`config.mk`:
```
export PLATFORM = sky130hd
export DESIGN_NAME = e3dl_rx
export DESIGN_NICKNAME = d
export VERILOG_FILES = /design/src/hdl/e3dl_fifo.v /design/src/hdl/e3dl_rx.v
export VERILOG_INCLUDE_DIRS = /design/src /design/src/hdl
export SDC_FILE = /design/constraint.sdc
export NUM_CORES = 1
export LEC_CHECK = 0
export BUFFER_PORTS_ARGS = -buffer_cell sky130_fd_sc_hd__buf_2
export CAP_MARGIN = 0
export CELL_PAD_IN_SITES_DETAIL_PLACEMENT = 2
export CELL_PAD_IN_SITES_GLOBAL_PLACEMENT = 2
export CORE_MARGIN = 2
export CORE_UTILIZATION = 45
export DETAILED_ROUTE_END_ITERATION = 6
export PLACE_DENSITY = 0.8
export REMOVE_ABC_BUFFERS = 1
export SLEW_MARGIN = 20
export SYNTH_ARGS = -nofsm -noshare
export SYNTH_HDL_FRONTEND = slang
export SYNTH_SLANG_ARGS = --single-unit
```
`constraint.sdc`:
```
create_clock -name sys_clk -period 4.4 [get_ports sys_clk]
set_clock_uncertainty 0.1 [all_clocks]
set_input_delay 0.44 -clock sys_clk [delete_from_list [all_inputs] [get_ports sys_clk]]
set_output_delay 0.44 -clock sys_clk [all_outputs]
set_load 0.05 [all_outputs]
```
`src/hdl/e3dl_regs.vh`:
```
// register map, field positions and constants of the e3 data link frame receiver
//
// Overview of operation
// - receiver ignores link bits until software sets control bit 2
// - once on, link bits are searched for the flag octet 0x7E
// - a recognised flag sets status bit 0
// - status bit 0 clears when a non-flag octet is received
// - seven or more ones after a flag is an abort; sets status bit 6
// - back-to-back flags are idle fill and start no frame
// - first non-abort octet after flags starts a frame; bits reassembled into octets
// - payload of a completed frame is stored into the receive buffer
// - a zero following five consecutive ones is deleted before storing
// - crc-16 over header and payload is checked against the two-octet check field
// - status bit 2 set on check mismatch, cleared on match
// - payload is stored whether or not the check passed
// - command/response bit of the address octet is copied to status bit 3
// - command/response 0 means customer installation, 1 means network terminal
// - status bits 5:4 give the message kind from the first payload octet
// - frame done sets control bit 0 and raises the interrupt when enabled
// - frame done also sets the message-complete status bit 1
`ifndef E3DL_REGS_VH
`define E3DL_REGS_VH

`define E3DL_CTRL_ADDR     9'h018
`define E3DL_STAT_ADDR     9'h019
`define E3DL_BUF_BASE      9'h0DE
`define E3DL_BUF_LAST      9'h135
`define E3DL_BUF_DEPTH     88

`define E3DL_CTRL_IRQ_FLAG 0
`define E3DL_CTRL_IRQ_MASK 1
`define E3DL_CTRL_ON       2

`define E3DL_ST_FLAG       0
`define E3DL_ST_EOM        1
`define E3DL_ST_FCS        2
`define E3DL_ST_CR         3
`define E3DL_ST_KIND_LO    4
`define E3DL_ST_KIND_HI    5
`define E3DL_ST_ABORT      6

`define E3DL_CR_BIT        1

`define E3DL_FLAG_OCTET    8'h7E
`define E3DL_STUFF_RUN     3'h5
`define E3DL_ABORT_RUN     3'h6
`define E3DL_ONES_MAX      3'h7

`define E3DL_CRC_INIT      16'hFFFF
`define E3DL_CRC_POLY      16'h8408
`define E3DL_CRC_RESIDUE   16'hF0B8

`define E3DL_HDR_OCTETS    8'h03
`define E3DL_MIN_OCTETS    8'h05
`define E3DL_OCT_MAX       8'hFF

`define E3DL_CODE_TEST     8'h32
`define E3DL_CODE_IDLE     8'h34
`define E3DL_CODE_CLPATH   8'h38
`define E3DL_CODE_ITUPATH  8'h3F
`define E3DL_KIND_TEST     2'h0
`define E3DL_KIND_IDLE     2'h1
`define E3DL_KIND_CLPATH   2'h2
`define E3DL_KIND_ITUPATH  2'h3

`define E3DL_FIFO_DEPTH    32
`define E3DL_FIFO_AW       5

`endif

```
`src/hdl/e3dl_fifo.v`:
```
// synchronous fifo with valid/ready on both sides
`timescale 1ns/1ps
module e3dl_fifo #(
  parameter WIDTH = 9,
  parameter DEPTH = 32,
  parameter AW    = 5
) (
  input  wire             sys_clk,
  input  wire             arst_n,
  input  wire [WIDTH-1:0] in_data,
  input  wire             in_valid,
  output wire             in_ready,
  output reg  [WIDTH-1:0] out_data,
  output wire             out_valid,
  input  wire             out_ready
);

  reg [WIDTH-1:0] mem [0:DEPTH-1];
  reg [AW:0]      wptr_r;
  reg [AW:0]      rptr_r;

  wire empty = (wptr_r == rptr_r);
  wire full  = (wptr_r[AW] != rptr_r[AW]) && (wptr_r[AW-1:0] == rptr_r[AW-1:0]);
  wire push  = in_valid && !full;
  wire pop   = out_valid && out_ready;

  assign in_ready  = !full;
  assign out_valid = !empty;

  always @* begin
    out_data = mem[rptr_r[AW-1:0]];
  end

  always @(posedge sys_clk) begin
    if (push) begin
      mem[wptr_r[AW-1:0]] <= in_data;
    end
  end

  always @(posedge sys_clk or negedge arst_n) begin
    if (!arst_n) begin
      wptr_r <= {(AW+1){1'b0}};
      rptr_r <= {(AW+1){1'b0}};
    end else begin
      if (push) begin
        wptr_r <= wptr_r + 1'b1;
      end
      if (pop) begin
        rptr_r <= rptr_r + 1'b1;
      end
    end
  end

endmodule

```
`src/hdl/e3dl_rx.v`:
```
// e3 data link frame receiver: flag hunt, destuffing, crc check, buffer and status
`timescale 1ns/1ps
`include "e3dl_regs.vh"
module e3dl_rx #(
  parameter BUF_DEPTH  = `E3DL_BUF_DEPTH,
  parameter FIFO_DEPTH = `E3DL_FIFO_DEPTH,
  parameter FIFO_AW    = `E3DL_FIFO_AW
) (
  input  wire       sys_clk,
  input  wire       arst_n,
  input  wire       dl_bit,
  input  wire       dl_bit_valid,
  input  wire       up_cs,
  input  wire       up_rd,
  input  wire       up_wr,
  input  wire [8:0] up_addr,
  input  wire [7:0] up_wdata,
  output reg  [7:0] up_rdata,
  output wire       frame_irq,
  output reg        octet_drop
);

  //////////////////////////////////////////////////////////////////////////////
  // receive states

  localparam ST_HUNT = 3'b001;
  localparam ST_IDLE = 3'b010;
  localparam ST_DATA = 3'b100;

  //////////////////////////////////////////////////////////////////////////////
  // crc-16, reflected form, one octet lsb first

  function [15:0] crc_oct;
    input [15:0] c;
    input [7:0]  d;
    integer      i;
    reg   [15:0] t;
    begin
      t = c;
      for (i = 0; i < 8; i = i + 1) begin
        if (t[0] ^ d[i]) begin
          t = (t >> 1) ^ `E3DL_CRC_POLY;
        end else begin
          t = t >> 1;
        end
      end
      crc_oct = t;
    end
  endfunction

  //////////////////////////////////////////////////////////////////////////////
  // registers

  reg        link_receiver_on_r;
  reg        frame_received_irq_mask_r;
  reg        frame_received_irq_flag_r;
  reg        flag_seen_r;
  reg        message_complete_r;
  reg        check_sequence_mismatch_r;
  reg        command_response_value_r;
  reg [1:0]  message_kind_r;
  reg        abort_seen_r;

  reg [2:0]  state_r;
  reg [2:0]  state_nxt;
  reg [7:0]  raw_r;
  reg [2:0]  ones_r;
  reg [2:0]  bitcnt_r;
  reg [7:0]  oct_r;
  reg [7:0]  octcnt_r;
  reg [15:0] crc_r;
  reg [7:0]  hold1_r;
  reg [7:0]  hold2_r;
  reg        cr_pend_r;
  reg [1:0]  kind_pend_r;
  reg        fcs_bad_pend_r;
  reg        end_pend_r;

  reg [7:0]  path_maintenance_message [0:BUF_DEPTH-1];
  reg [6:0]  buf_wptr_r;

  //////////////////////////////////////////////////////////////////////////////
  // bit classification

  wire       live     = dl_bit_valid && link_receiver_on_r;
  wire [7:0] raw_nxt  = {dl_bit, raw_r[7:1]};
  wire       flag_det = live && (raw_nxt == `E3DL_FLAG_OCTET);
  wire       abort_det = live && dl_bit && (ones_r == `E3DL_ABORT_RUN);
  wire       stuff_bit = !dl_bit && (ones_r == `E3DL_STUFF_RUN);
  wire       data_bit = live && !flag_det && !abort_det && !stuff_bit &&
                        (ones_r < `E3DL_ABORT_RUN) && (state_r != ST_HUNT);
  wire [7:0] oct_new  = {dl_bit, oct_r[7:1]};
  wire       oct_done = data_bit && (bitcnt_r == 3'h7);
  wire [2:0] ones_nxt = !dl_bit ? 3'h0 :
                        (ones_r == `E3DL_ONES_MAX) ? ones_r : ones_r + 3'h1;

  //////////////////////////////////////////////////////////////////////////////
  // frame state: hunt for a flag, idle between flags, collect frame octets

  always @* begin
    state_nxt = state_r;
    case (state_r)
      ST_HUNT: begin
        if (flag_det) begin
          state_nxt = ST_IDLE;
        end
      end
      ST_IDLE: begin
        if (flag_det) begin
          state_nxt = ST_IDLE;
        end else if (abort_det) begin
          state_nxt = ST_HUNT;
        end else if (oct_done) begin
          state_nxt = ST_DATA;
        end
      end
      ST_DATA: begin
        if (flag_det) begin
          state_nxt = ST_IDLE;
        end else if (abort_det) begin
          state_nxt = ST_HUNT;
        end
      end
      default: begin
        state_nxt = ST_HUNT;
      end
    endcase
    // a disabled receiver drops back to the hunt
    if (!link_receiver_on_r) begin
      state_nxt = ST_HUNT;
    end
  end

  //////////////////////////////////////////////////////////////////////////////
  // payload fifo: {first of frame, octet}

  wire [8:0] fifo_in;
  wire       fifo_push;
  wire       fifo_in_ready;
  wire [8:0] fifo_out;
  wire       fifo_out_valid;
  wire       fifo_out_ready;

  wire       push_want = oct_done && (state_r == ST_DATA) &&
                         (octcnt_r >= `E3DL_MIN_OCTETS);
  assign fifo_push = push_want && fifo_in_ready;
  assign fifo_in   = {(octcnt_r == `E3DL_MIN_OCTETS), hold2_r};

  e3dl_fifo #(
    .WIDTH (9),
    .DEPTH (FIFO_DEPTH),
    .AW    (FIFO_AW)
  ) u_fifo (
    .sys_clk   (sys_clk),
    .arst_n    (arst_n),
    .in_data   (fifo_in),
    .in_valid  (fifo_push),
    .in_ready  (fifo_in_ready),
    .out_data  (fifo_out),
    .out_valid (fifo_out_valid),
    .out_ready (fifo_out_ready)
  );

  //////////////////////////////////////////////////////////////////////////////
  // processor access decode

  wire       ctrl_sel = up_cs && (up_addr == `E3DL_CTRL_ADDR);
  wire       stat_sel = up_cs && (up_addr == `E3DL_STAT_ADDR);
  wire       buf_sel  = up_cs && (up_addr >= `E3DL_BUF_BASE) &&
                        (up_addr <= `E3DL_BUF_LAST);
  wire [8:0] buf_off  = up_addr - `E3DL_BUF_BASE;
  wire       ctrl_rd  = ctrl_sel && up_rd;
  wire       ctrl_wr  = ctrl_sel && up_wr;

  // a processor buffer read takes the ram port, so the drain waits
  assign fifo_out_ready = !(buf_sel && up_rd);

  wire       frame_done = end_pend_r && !fifo_out_valid;

  assign frame_irq = frame_received_irq_flag_r && frame_received_irq_mask_r;

  //////////////////////////////////////////////////////////////////////////////
  // control register

  always @(posedge sys_clk or negedge arst_n) begin
    if (!arst_n) begin
      link_receiver_on_r        <= 1'b0;
      frame_received_irq_mask_r <= 1'b0;
      frame_received_irq_flag_r <= 1'b0;
    end else begin
      if (ctrl_wr) begin
        link_receiver_on_r        <= up_wdata[`E3DL_CTRL_ON];
        frame_received_irq_mask_r <= up_wdata[`E3DL_CTRL_IRQ_MASK];
      end
      // setting wins over the clear-on-read
      if (frame_done) begin
        frame_received_irq_flag_r <= 1'b1;
      end else if (ctrl_rd) begin
        frame_received_irq_flag_r <= 1'b0;
      end
    end
  end

  //////////////////////////////////////////////////////////////////////////////
  // bit and octet engine

  always @(posedge sys_clk or negedge arst_n) begin
    if (!arst_n) begin
      state_r        <= ST_HUNT;
      raw_r          <= 8'h00;
      ones_r         <= 3'h0;
      bitcnt_r       <= 3'h0;
      oct_r          <= 8'h00;
      octcnt_r       <= 8'h00;
      crc_r          <= `E3DL_CRC_INIT;
      hold1_r        <= 8'h00;
      hold2_r        <= 8'h00;
      cr_pend_r      <= 1'b0;
      kind_pend_r    <= `E3DL_KIND_TEST;
      fcs_bad_pend_r <= 1'b0;
      end_pend_r     <= 1'b0;
      octet_drop     <= 1'b0;
    end else begin
      octet_drop <= push_want && !fifo_in_ready;
      state_r    <= state_nxt;
      if (frame_done) begin
        end_pend_r <= 1'b0;
      end
      if (!link_receiver_on_r) begin
        raw_r    <= 8'h00;
        ones_r   <= 3'h0;
        bitcnt_r <= 3'h0;
      end else if (dl_bit_valid) begin
        raw_r  <= raw_nxt;
        ones_r <= ones_nxt;
        if (flag_det) begin
          bitcnt_r <= 3'h0;
          if ((state_r == ST_DATA) && (octcnt_r >= `E3DL_MIN_OCTETS)) begin
            end_pend_r     <= 1'b1;
            fcs_bad_pend_r <= (crc_r != `E3DL_CRC_RESIDUE);
          end
        end else if (abort_det) begin
          bitcnt_r <= 3'h0;
        end else if (data_bit) begin
          oct_r    <= oct_new;
          bitcnt_r <= bitcnt_r + 3'h1;
          if (oct_done) begin
            hold1_r <= oct_new;
            hold2_r <= hold1_r;
            if (state_r == ST_IDLE) begin
              octcnt_r  <= 8'h01;
              crc_r     <= crc_oct(`E3DL_CRC_INIT, oct_new);
              cr_pend_r <= oct_new[`E3DL_CR_BIT];
            end else begin
              crc_r <= crc_oct(crc_r, oct_new);
              if (octcnt_r != `E3DL_OCT_MAX) begin
                octcnt_r <= octcnt_r + 8'h01;
              end
              if (octcnt_r == `E3DL_HDR_OCTETS) begin
                case (oct_new)
                  `E3DL_CODE_IDLE:    kind_pend_r <= `E3DL_KIND_IDLE;
                  `E3DL_CODE_CLPATH:  kind_pend_r <= `E3DL_KIND_CLPATH;
                  `E3DL_CODE_ITUPATH: kind_pend_r <= `E3DL_KIND_ITUPATH;
                  default:            kind_pend_r <= `E3DL_KIND_TEST;
                endcase
              end
            end
          end
        end
      end
    end
  end

  //////////////////////////////////////////////////////////////////////////////
  // status register

  always @(posedge sys_clk or negedge arst_n) begin
    if (!arst_n) begin
      flag_seen_r               <= 1'b0;
      message_complete_r        <= 1'b0;
      check_sequence_mismatch_r <= 1'b0;
      command_response_value_r  <= 1'b0;
      message_kind_r            <= `E3DL_KIND_TEST;
      abort_seen_r              <= 1'b0;
    end else begin
      if (flag_det) begin
        flag_seen_r <= 1'b1;
      end else if (abort_det || oct_done) begin
        flag_seen_r <= 1'b0;
      end
      if (abort_det && (state_r != ST_HUNT)) begin
        abort_seen_r <= 1'b1;
      end else if (oct_done && (state_r == ST_IDLE)) begin
        abort_seen_r <= 1'b0;
      end
      if (frame_done) begin
        message_complete_r        <= 1'b1;
        check_sequence_mismatch_r <= fcs_bad_pend_r;
        command_response_value_r  <= cr_pend_r;
        message_kind_r            <= kind_pend_r;
      end else if (oct_done && (state_r == ST_IDLE)) begin
        message_complete_r <= 1'b0;
      end
    end
  end

  //////////////////////////////////////////////////////////////////////////////
  // receive buffer fill from the fifo

  wire drain = fifo_out_valid && fifo_out_ready;

  always @(posedge sys_clk) begin
    if (drain) begin
      if (fifo_out[8]) begin
        path_maintenance_message[0] <= fifo_out[7:0];
      end else if (buf_wptr_r < BUF_DEPTH) begin
        path_maintenance_message[buf_wptr_r] <= fifo_out[7:0];
      end
    end
  end

  always @(posedge sys_clk or negedge arst_n) begin
    if (!arst_n) begin
      buf_wptr_r <= 7'h00;
    end else if (drain) begin
      if (fifo_out[8]) begin
        buf_wptr_r <= 7'h01;
      end else if (buf_wptr_r < BUF_DEPTH) begin
        buf_wptr_r <= buf_wptr_r + 7'h01;
      end
    end
  end

  //////////////////////////////////////////////////////////////////////////////
  // read data

  always @(posedge sys_clk or negedge arst_n) begin
    if (!arst_n) begin
      up_rdata <= 8'h00;
    end else if (up_cs && up_rd) begin
      if (ctrl_sel) begin
        up_rdata <= {5'h00, link_receiver_on_r, frame_received_irq_mask_r,
                     frame_received_irq_flag_r};
      end else if (stat_sel) begin
        up_rdata <= {1'b0, abort_seen_r, message_kind_r, command_response_value_r,
                     check_sequence_mismatch_r, message_complete_r, flag_seen_r};
      end else if (buf_sel) begin
        up_rdata <= path_maintenance_message[buf_off[6:0]];
      end else begin
        up_rdata <= 8'h00;
      end
    end
  end

endmodule

```
==> impl_metrics.ini, run 1 <==
[status]
outcome = complete, no violations

[floorplanning]
fp.dieH_um = 317
num_rows = 114
die_x_um = 317
die_area_um2 = 101000
start_util_pct = 45.6
core_um2 = 97000
pin_count = 34

[drt]
viasPerCell = 6.47
vias = 25000
drcViolationCount = 0
wl_mm = 151
first_pass_iters = 5
drt-initial-drc-count = 3050
drtAntennaViolNets = 0
wl_per_cell_um = 39.0

[setup_path]
worstPathRequired_ns = 4.70
critical-path-max-stage-delay_ns = 0.83
path_max_fanout = 24
cp.arrival_ns = 4.60
crit_buf_inv = 3
path_cells = mux4_2 > mux4_2 > mux2_2 > nor4_4 > buf_4 > nand2_1 > buf_12 > nor3_1 > buf_4
cp_top_family = multiplexers
start_kind = flip-flop
worst-setup-path-type = reg -> reg
endpoint_kind = flip-flop
crit_path_top_delay_cell = dfrtp_2

[grt]
grt_pass1_vias = 27000
grt_max_degree = 89
grt_usage_pct = 29.9
grt_pass1_wl_mm = 215
antenna_found_initial = 9
grt_overflow_total = 0

[logic_synthesis]
synth_seq_cells = 1098
synth-edff-count = 992
async_reset_ff_share_pct = 9.65
synth_common_cells = edfxtp_1 (992), mux4_2 (294), nor2_1 (145)
synthCells = 2290
avgSynthCellArea_um2 = 19.3
synthTopCellsByArea = edfxtp_1 (67%), mux4_2 (15%), dfrtp_1 (5.0%)
ys_types = 61
synth_flop_cell = edfxtp_1
yosysMostFrequentCell = edfxtp_1
ys_warn_count = 0
ys_seq_area_share_pct = 73.4
yosysTopAreaCellShare_pct = 67.4
synth_area_um2 = 44200
yosys.area.top_type = edfxtp_1

[timing]
slew_headroom_pct = 18.5
period_share_pct = 97.8
worstMarginPinSlew_ns = 1.22
finalHoldViolCount = 0
finalCriticalPeriod_ns = 4.30
max_freq_ghz = 0.232
rsz0062_at_grt = no
drv_slew = 0
holdWs_ns = 0.0373
setup-violations-final = 0
fin_ws_ns = 0.0960

[layout]
fin_area_um2 = 50900
drive_gt1_share_pct = 29.3
insertedDiodeCount = 0
nets = 2537
syn2layout_area_growth_pct = 15.1
final_util_pct = 52.4

[placement]
place_ws_ns = 0.225
port_buffers = 27
routabilityCongestion = 0.801
dp_hpwl_mm = 88.7
place_area_um2 = 47000

[cts]
cts.sinks = 1098
clockBufferDepth = 3
cts_tree = yes
clk_latency_ns = 0.73
cts_made_buffers = 115
root_buffer = clkbuf_16
clkTransAtPathRegs_ns = 0.06
htree_levels = 3
cts_setup_buffers = 0

[pwr]
p_per_area_nw_per_um2 = 490
peakVddDrop_mv = 0.328
leakagePower_nw = 17.9

[hold_path]
min_path_type = in -> reg

[flow_run]
drv_cap = 0
-- cell usage in the layout, fill, tap and decap left out, types with 28 or more instances in the layout --
cell type | netlist | layout
nor2_1 | 145 | 144
nand3_1 | 47 | 47
nor3_1 | 28 | 28
mux4_2 | 294 | 294
dfrtp_1 | 89 | 79
nand2_1 | 142 | 142
edfxtp_1 | 992 | 992
mux2_2 | 36 | 32
xnor2_1 | 37 | 34
o21ai_0 | 58 | 58
buf_4 | 2 | 171
clkbuf_16 | 0 | 117
-- report_power, final --
part	internal [mW]	switching (mW)	leakage (nW)	total, mW
logic	1.05	1.89	4.75	2.94
registers	11.6	0.432	11.4	12.1
clock network	5.52	4.40	1.83	9.93
total	18.2	6.72	17.9	24.9
-- registers in the layout (all words and copies together), names as in the netlist, 6 cells and up --
| signal | cells |
|---|---|
| path_maintenance_message | 704 |
| u_fifo.mem | 288 |
| crc_r | 16 |
| hold1_r | 8 |
| hold2_r | 8 |
| octcnt_r | 8 |
| up_rdata | 8 |
| buf_wptr_r | 7 |
| oct_r | 7 |
| raw_r | 7 |
| u_fifo.rptr_r | 6 |
| u_fifo.wptr_r | 6 |
-- tightest hold or removal path: cells and delay by family --
family	cells	cell delay, ns
mux	1	0.16
simple gates	1	0.11
buf+inv	1	0.10
-- layout make-up --
| class | instances | area, um^2 |
|---|---|---|
| sequential | 1098 | 32500 |
| clock buffer | 145 | 3110 |
| fill | 8301 | 46100 |
| tap | 1276 | 1600 |
| clock inverter | 70 | 598 |
| multi-input combinational | 1047 | 11300 |
| timing repair buffer | 215 | 1730 |
| inverter | 19 | 71.3 |
-- per-stage QoR --
| step | TNS [ns] | std cells | power (mW) |
|---|---|---|---|
| after floorplan | -1959.38 | 2164 | 13.6 |
| after global placement | 0 | 3651 | 14.8 |
| after global routing | 0 | 3870 | 25.5 |
| after CTS | 0 | 3870 | 25.0 |
| after detailed placement | 0 | 3651 | 15.1 |
| final | 0 | 3870 | 24.9 |
-- final timing paths --
kind	start	endpoint	slack [ns]	depth (start not counted)
setup / recovery	u_fifo.rptr_r[1]$_DFFE_PN0P_	path_maintenance_message[11][0]$_DFFE_PP_	0.1	9
hold / removal	up_wr	link_receiver_on_r$_DFFE_PN0P_	0.04	3
setup reg to reg	u_fifo.rptr_r[1]$_DFFE_PN0P_	path_maintenance_message[11][0]$_DFFE_PP_	0.1	9
hold reg to reg	crc_r[12]$_DFFE_PN1P_	crc_r[12]$_DFFE_PN1P_	0.41	2
max in group asynchronous	arst_n	hold1_r[2]$_DFFE_PN0P_	2.96	3
min in group asynchronous	arst_n	hold1_r[7]$_DFFE_PN0P_	0.08	2
-- kinds of logic (layout without fill, tap and decap cells) --
group,after synthesis,count (layout),synth area share (%)
flip-flops,1098,1098,73.4
AND/OR/NAND/NOR,464,464,4.91
multiplexers,357,357,16.5
AO/OA/AOI/OAI,146,146,2.10
buffers and inverters,145,449,1.30
XOR/XNOR,63,63,1.25
adder cells (fa/ha/maj),17,17,0.481
-- timing repair --
action                    CTS  global route
hold endpoints to repair   46             0
hold buffers                4             0
gates resized for setup     0             0
-- routing by layer --
metal / routed length [um] / track usage (%) / vias to the layer above
met5: 74 / 0 / -
met3: 9800 / 4.96 / 338
met2: 79200 / 52.7 / 1315
li1: - / - / 9625
met1: 55800 / 37.5 / 13700
met4: 5870 / 10.7 / 12
Note: power is estimated with default switching activity, not from simulation.
==> run 2, diff against run 1 <==
--- a/config.mk
+++ b/config.mk
@@ -13,9 +13,12 @@
 export CORE_MARGIN = 2
 export CORE_UTILIZATION = 45
 export DETAILED_ROUTE_END_ITERATION = 6
+export GPL_ROUTABILITY_DRIVEN = 0
 export PLACE_DENSITY = 0.8
+export RECOVER_POWER = 25
 export REMOVE_ABC_BUFFERS = 1
 export SLEW_MARGIN = 20
 export SYNTH_ARGS = -nofsm -noshare
 export SYNTH_HDL_FRONTEND = slang
+export SYNTH_HIERARCHICAL = 1
 export SYNTH_SLANG_ARGS = --single-unit
==> run 2 against run 1 <==
Against the previous run: the flow now finishes with violations (capacitance limit, slew limit, setup timing); synthesized area rose by 0.49%; flip-flop and latch count did not move; via count barely moved; count of clock-buffer cells in the layout fell by 3; worst setup slack got worse by 0.10 ns; global-route usage fell by 1.1 points; die area rose by 0.49%; sequential power barely moved; sequential share of layout area rose by 0.36 points; combinational power barely moved; critical path type unchanged.
==> impl_metrics.ini, run 2 <==
[status]
outcome = finished with violations
violations = capacitance limit, slew limit, setup timing

[placement]
place_ws_ns = -0.0208
dp_hpwl_mm = 87.1
port_buffers = 27
place_inst = 3698

[cts]
cts_made_buffers = 110
root_buffer = clkbuf_16
clkTransAtPathRegs_ns = 0.06
cts.sinks = 1098
htree_levels = 3
clk_latency_ns = 0.74
cts_tree = yes
clockBufferDepth = 3

[flow_run]
drv_cap = 5

[logic_synthesis]
yosysTopAreaCellShare_pct = 67.1
ys_seq_area_share_pct = 73.1
synth_seq_cells = 1098
synthCells = 2329
avgSynthCellArea_um2 = 19.1
synth_flop_cell = edfxtp_1
ys_types = 82
yosysMostFrequentCell = edfxtp_1
ys_warn_count = 6
synth_area_um2 = 44400
yosys.area.top_type = edfxtp_1
async_reset_ff_share_pct = 9.65
synth_common_cells = edfxtp_1 (992), mux4_2 (288), nand2_1 (180), nor2_1 (180), dfrtp_1 (89)
synthTopCellsByArea = edfxtp_1 (67%), mux4_2 (15%), dfrtp_1 (5.0%)
synth-edff-count = 992

[layout]
layout.cells.most_common = edfxtp_1
final_cell_mix = edfxtp_1 (992), mux4_2 (288), nand2_1 (180)
regMostFlops = path_maintenance_message
fillCellCount = 8547
syn2layout_area_growth_pct = 13.8
drive_gt1_share_pct = 26.5
largest_reg_flops = 704
nets = 2574
final_cell_count_no_fill = 3914

[pwr]
peakVddDrop_mv = 0.431
leakagePower_nw = 18.0
power_mw = 24.3
p_per_area_nw_per_um2 = 480

[setup_path]
reg2reg_to = path_maintenance_message[13][7]$_DFFE_PP_
path_max_fanout = 12
endpoint_kind = flip-flop
cp_top_family = multiplexers
cp-startpoint = u_fifo/rptr_r[0]$_DFFE_PN0P_
start_kind = flip-flop
rrSetupSlack_ns = -0.004
critical-path-max-stage-delay_ns = 0.58
worst-setup-path-type = reg -> reg
cp-endpoint = path_maintenance_message[13][7]$_DFFE_PP_
r2r_start = u_fifo/rptr_r[0]$_DFFE_PN0P_
crit_buf_inv = 2
crit_cells = 9
crit_path_top_delay_cell = dfrtp_4
worstPathRequired_ns = 4.72
worst_r2r_path_depth = 9
path_cells = mux4_2 > mux4_2 > mux2_2 > nand2b_1 > nor2_1 > nand4_1 > buf_4 > nor2_2 > buf_4
cp.arrival_ns = 4.72

[timing]
period_share_pct = 100
finalHoldViolCount = 0
slew_headroom_pct = -52.6
finalCriticalPeriod_ns = 4.40
fin_ws_ns = -0.00410
max_freq_ghz = 0.227
setup-violations-final = 2
drv_slew = 184
worstMarginPinSlew_ns = 2.29

[drt]
drtAntennaViolNets = 0
vias = 25000
wl_mm = 146
drcViolationCount = 0
first_pass_iters = 7
drt-initial-drc-count = 2800
wl_per_cell_um = 37.3
viasPerCell = 6.40

[floorplanning]
core_um2 = 98100
die_area_um2 = 101000
num_rows = 115
pin_count = 34
start_util_pct = 45.3
die_x_um = 318
fp.dieH_um = 318

[grt]
antenna_found_initial = 6
grt_pass1_wl_mm = 208
grt_max_degree = 128
grt_pass1_vias = 26900
grt_overflow_total = 0
grt_usage_pct = 28.8

[hold_path]
min_path_type = in -> reg
## run 2: per-stage QoR
step           TNS (ns)  utilization [%]  instance area [um^2]  hold WS, ns
2_1_floorplan  -2084.49                -                 43800       0.0444
3_3_place_gp          0             47.9                 47100        0.351
3_5_place_dp     -0.376             47.9                 47100        0.359
4_1_cts               0             51.5                 50500       0.0150
5_1_grt          -0.242             51.5                 50600       0.0531
6_report       -0.00816             51.5                 50600       0.0419
## run 2: logic make-up after synthesis
kind of cell,after synthesis,share of synthesized area [%]
and+or+nand+nor,523,5.38
DFF,1098,73.1
AOI/OAI and AO/OA,140,2.25
muxes,341,15.9
xor gates and xnor gates,67,1.35
buffers and inverters,143,1.59
adders and majority gates,17,0.479
## run 2: cell type report
type | instances | area (um^2) | area share, %
clock inverters | 61 | 483 | 0.955
flip-flops and latches | 1098 | 32500 | 64.2
inverters | 17 | 63.8 | 0.126
well taps | 1287 | 1610 | 3.18
multi-input cells | 1088 | 11300 | 22.4
clock buffers | 142 | 2940 | 5.81
diodes | 3 | 7.51 | 0.0148
repair buffers | 218 | 1650 | 3.26
## run 2: worst min-delay path: stages
cell	delay [ns]
buf_2	0.11
nand2_1	0.10
mux2_2	0.18
## run 2: where the power goes
group	internal, mW	total, mW	switching [mW]
logic	1.04	2.97	1.93
clock network	5.10	9.34	4.23
registers	11.6	12.0	0.347
total	17.8	24.3	6.51
## run 2: worst min-delay path by stage
stage	start	endpoint	depth (start not counted)
after floorplan	arst_n	abort_seen_r$_DFFE_PN0P_	0
after global placement	hold1_r[1]$_DFFE_PN0P_	hold2_r[1]$_DFFE_PN0P_	2
after detailed placement	hold1_r[0]$_DFFE_PN0P_	hold2_r[0]$_DFFE_PN0P_	2
after CTS	up_wr	link_receiver_on_r$_DFFE_PN0P_	3
after global routing	dl_bit	hold1_r[7]$_DFFE_PN0P_	3
final	up_wr	link_receiver_on_r$_DFFE_PN0P_	3
## run 2: per-layer routing
| layer | GRT usage [%] | share of wire (%) |
|---|---|---|
| met1 | 37.1 | 38 |
| met2 | 48.4 | 50 |
| met3 | 6.10 | 7.8 |
| met4 | 10.9 | 4.0 |
| met5 | 0 | 0.024 |
## run 2: repair_timing
action / in CTS / in global routing
setup buffers: 1 / 3
gates resized for setup: 2 / 4
hold endpoints to repair: 68 / 0
pin swaps: 0 / 1
hold buffers: 4 / 0
endpoints found under the setup margin: 104 / 178
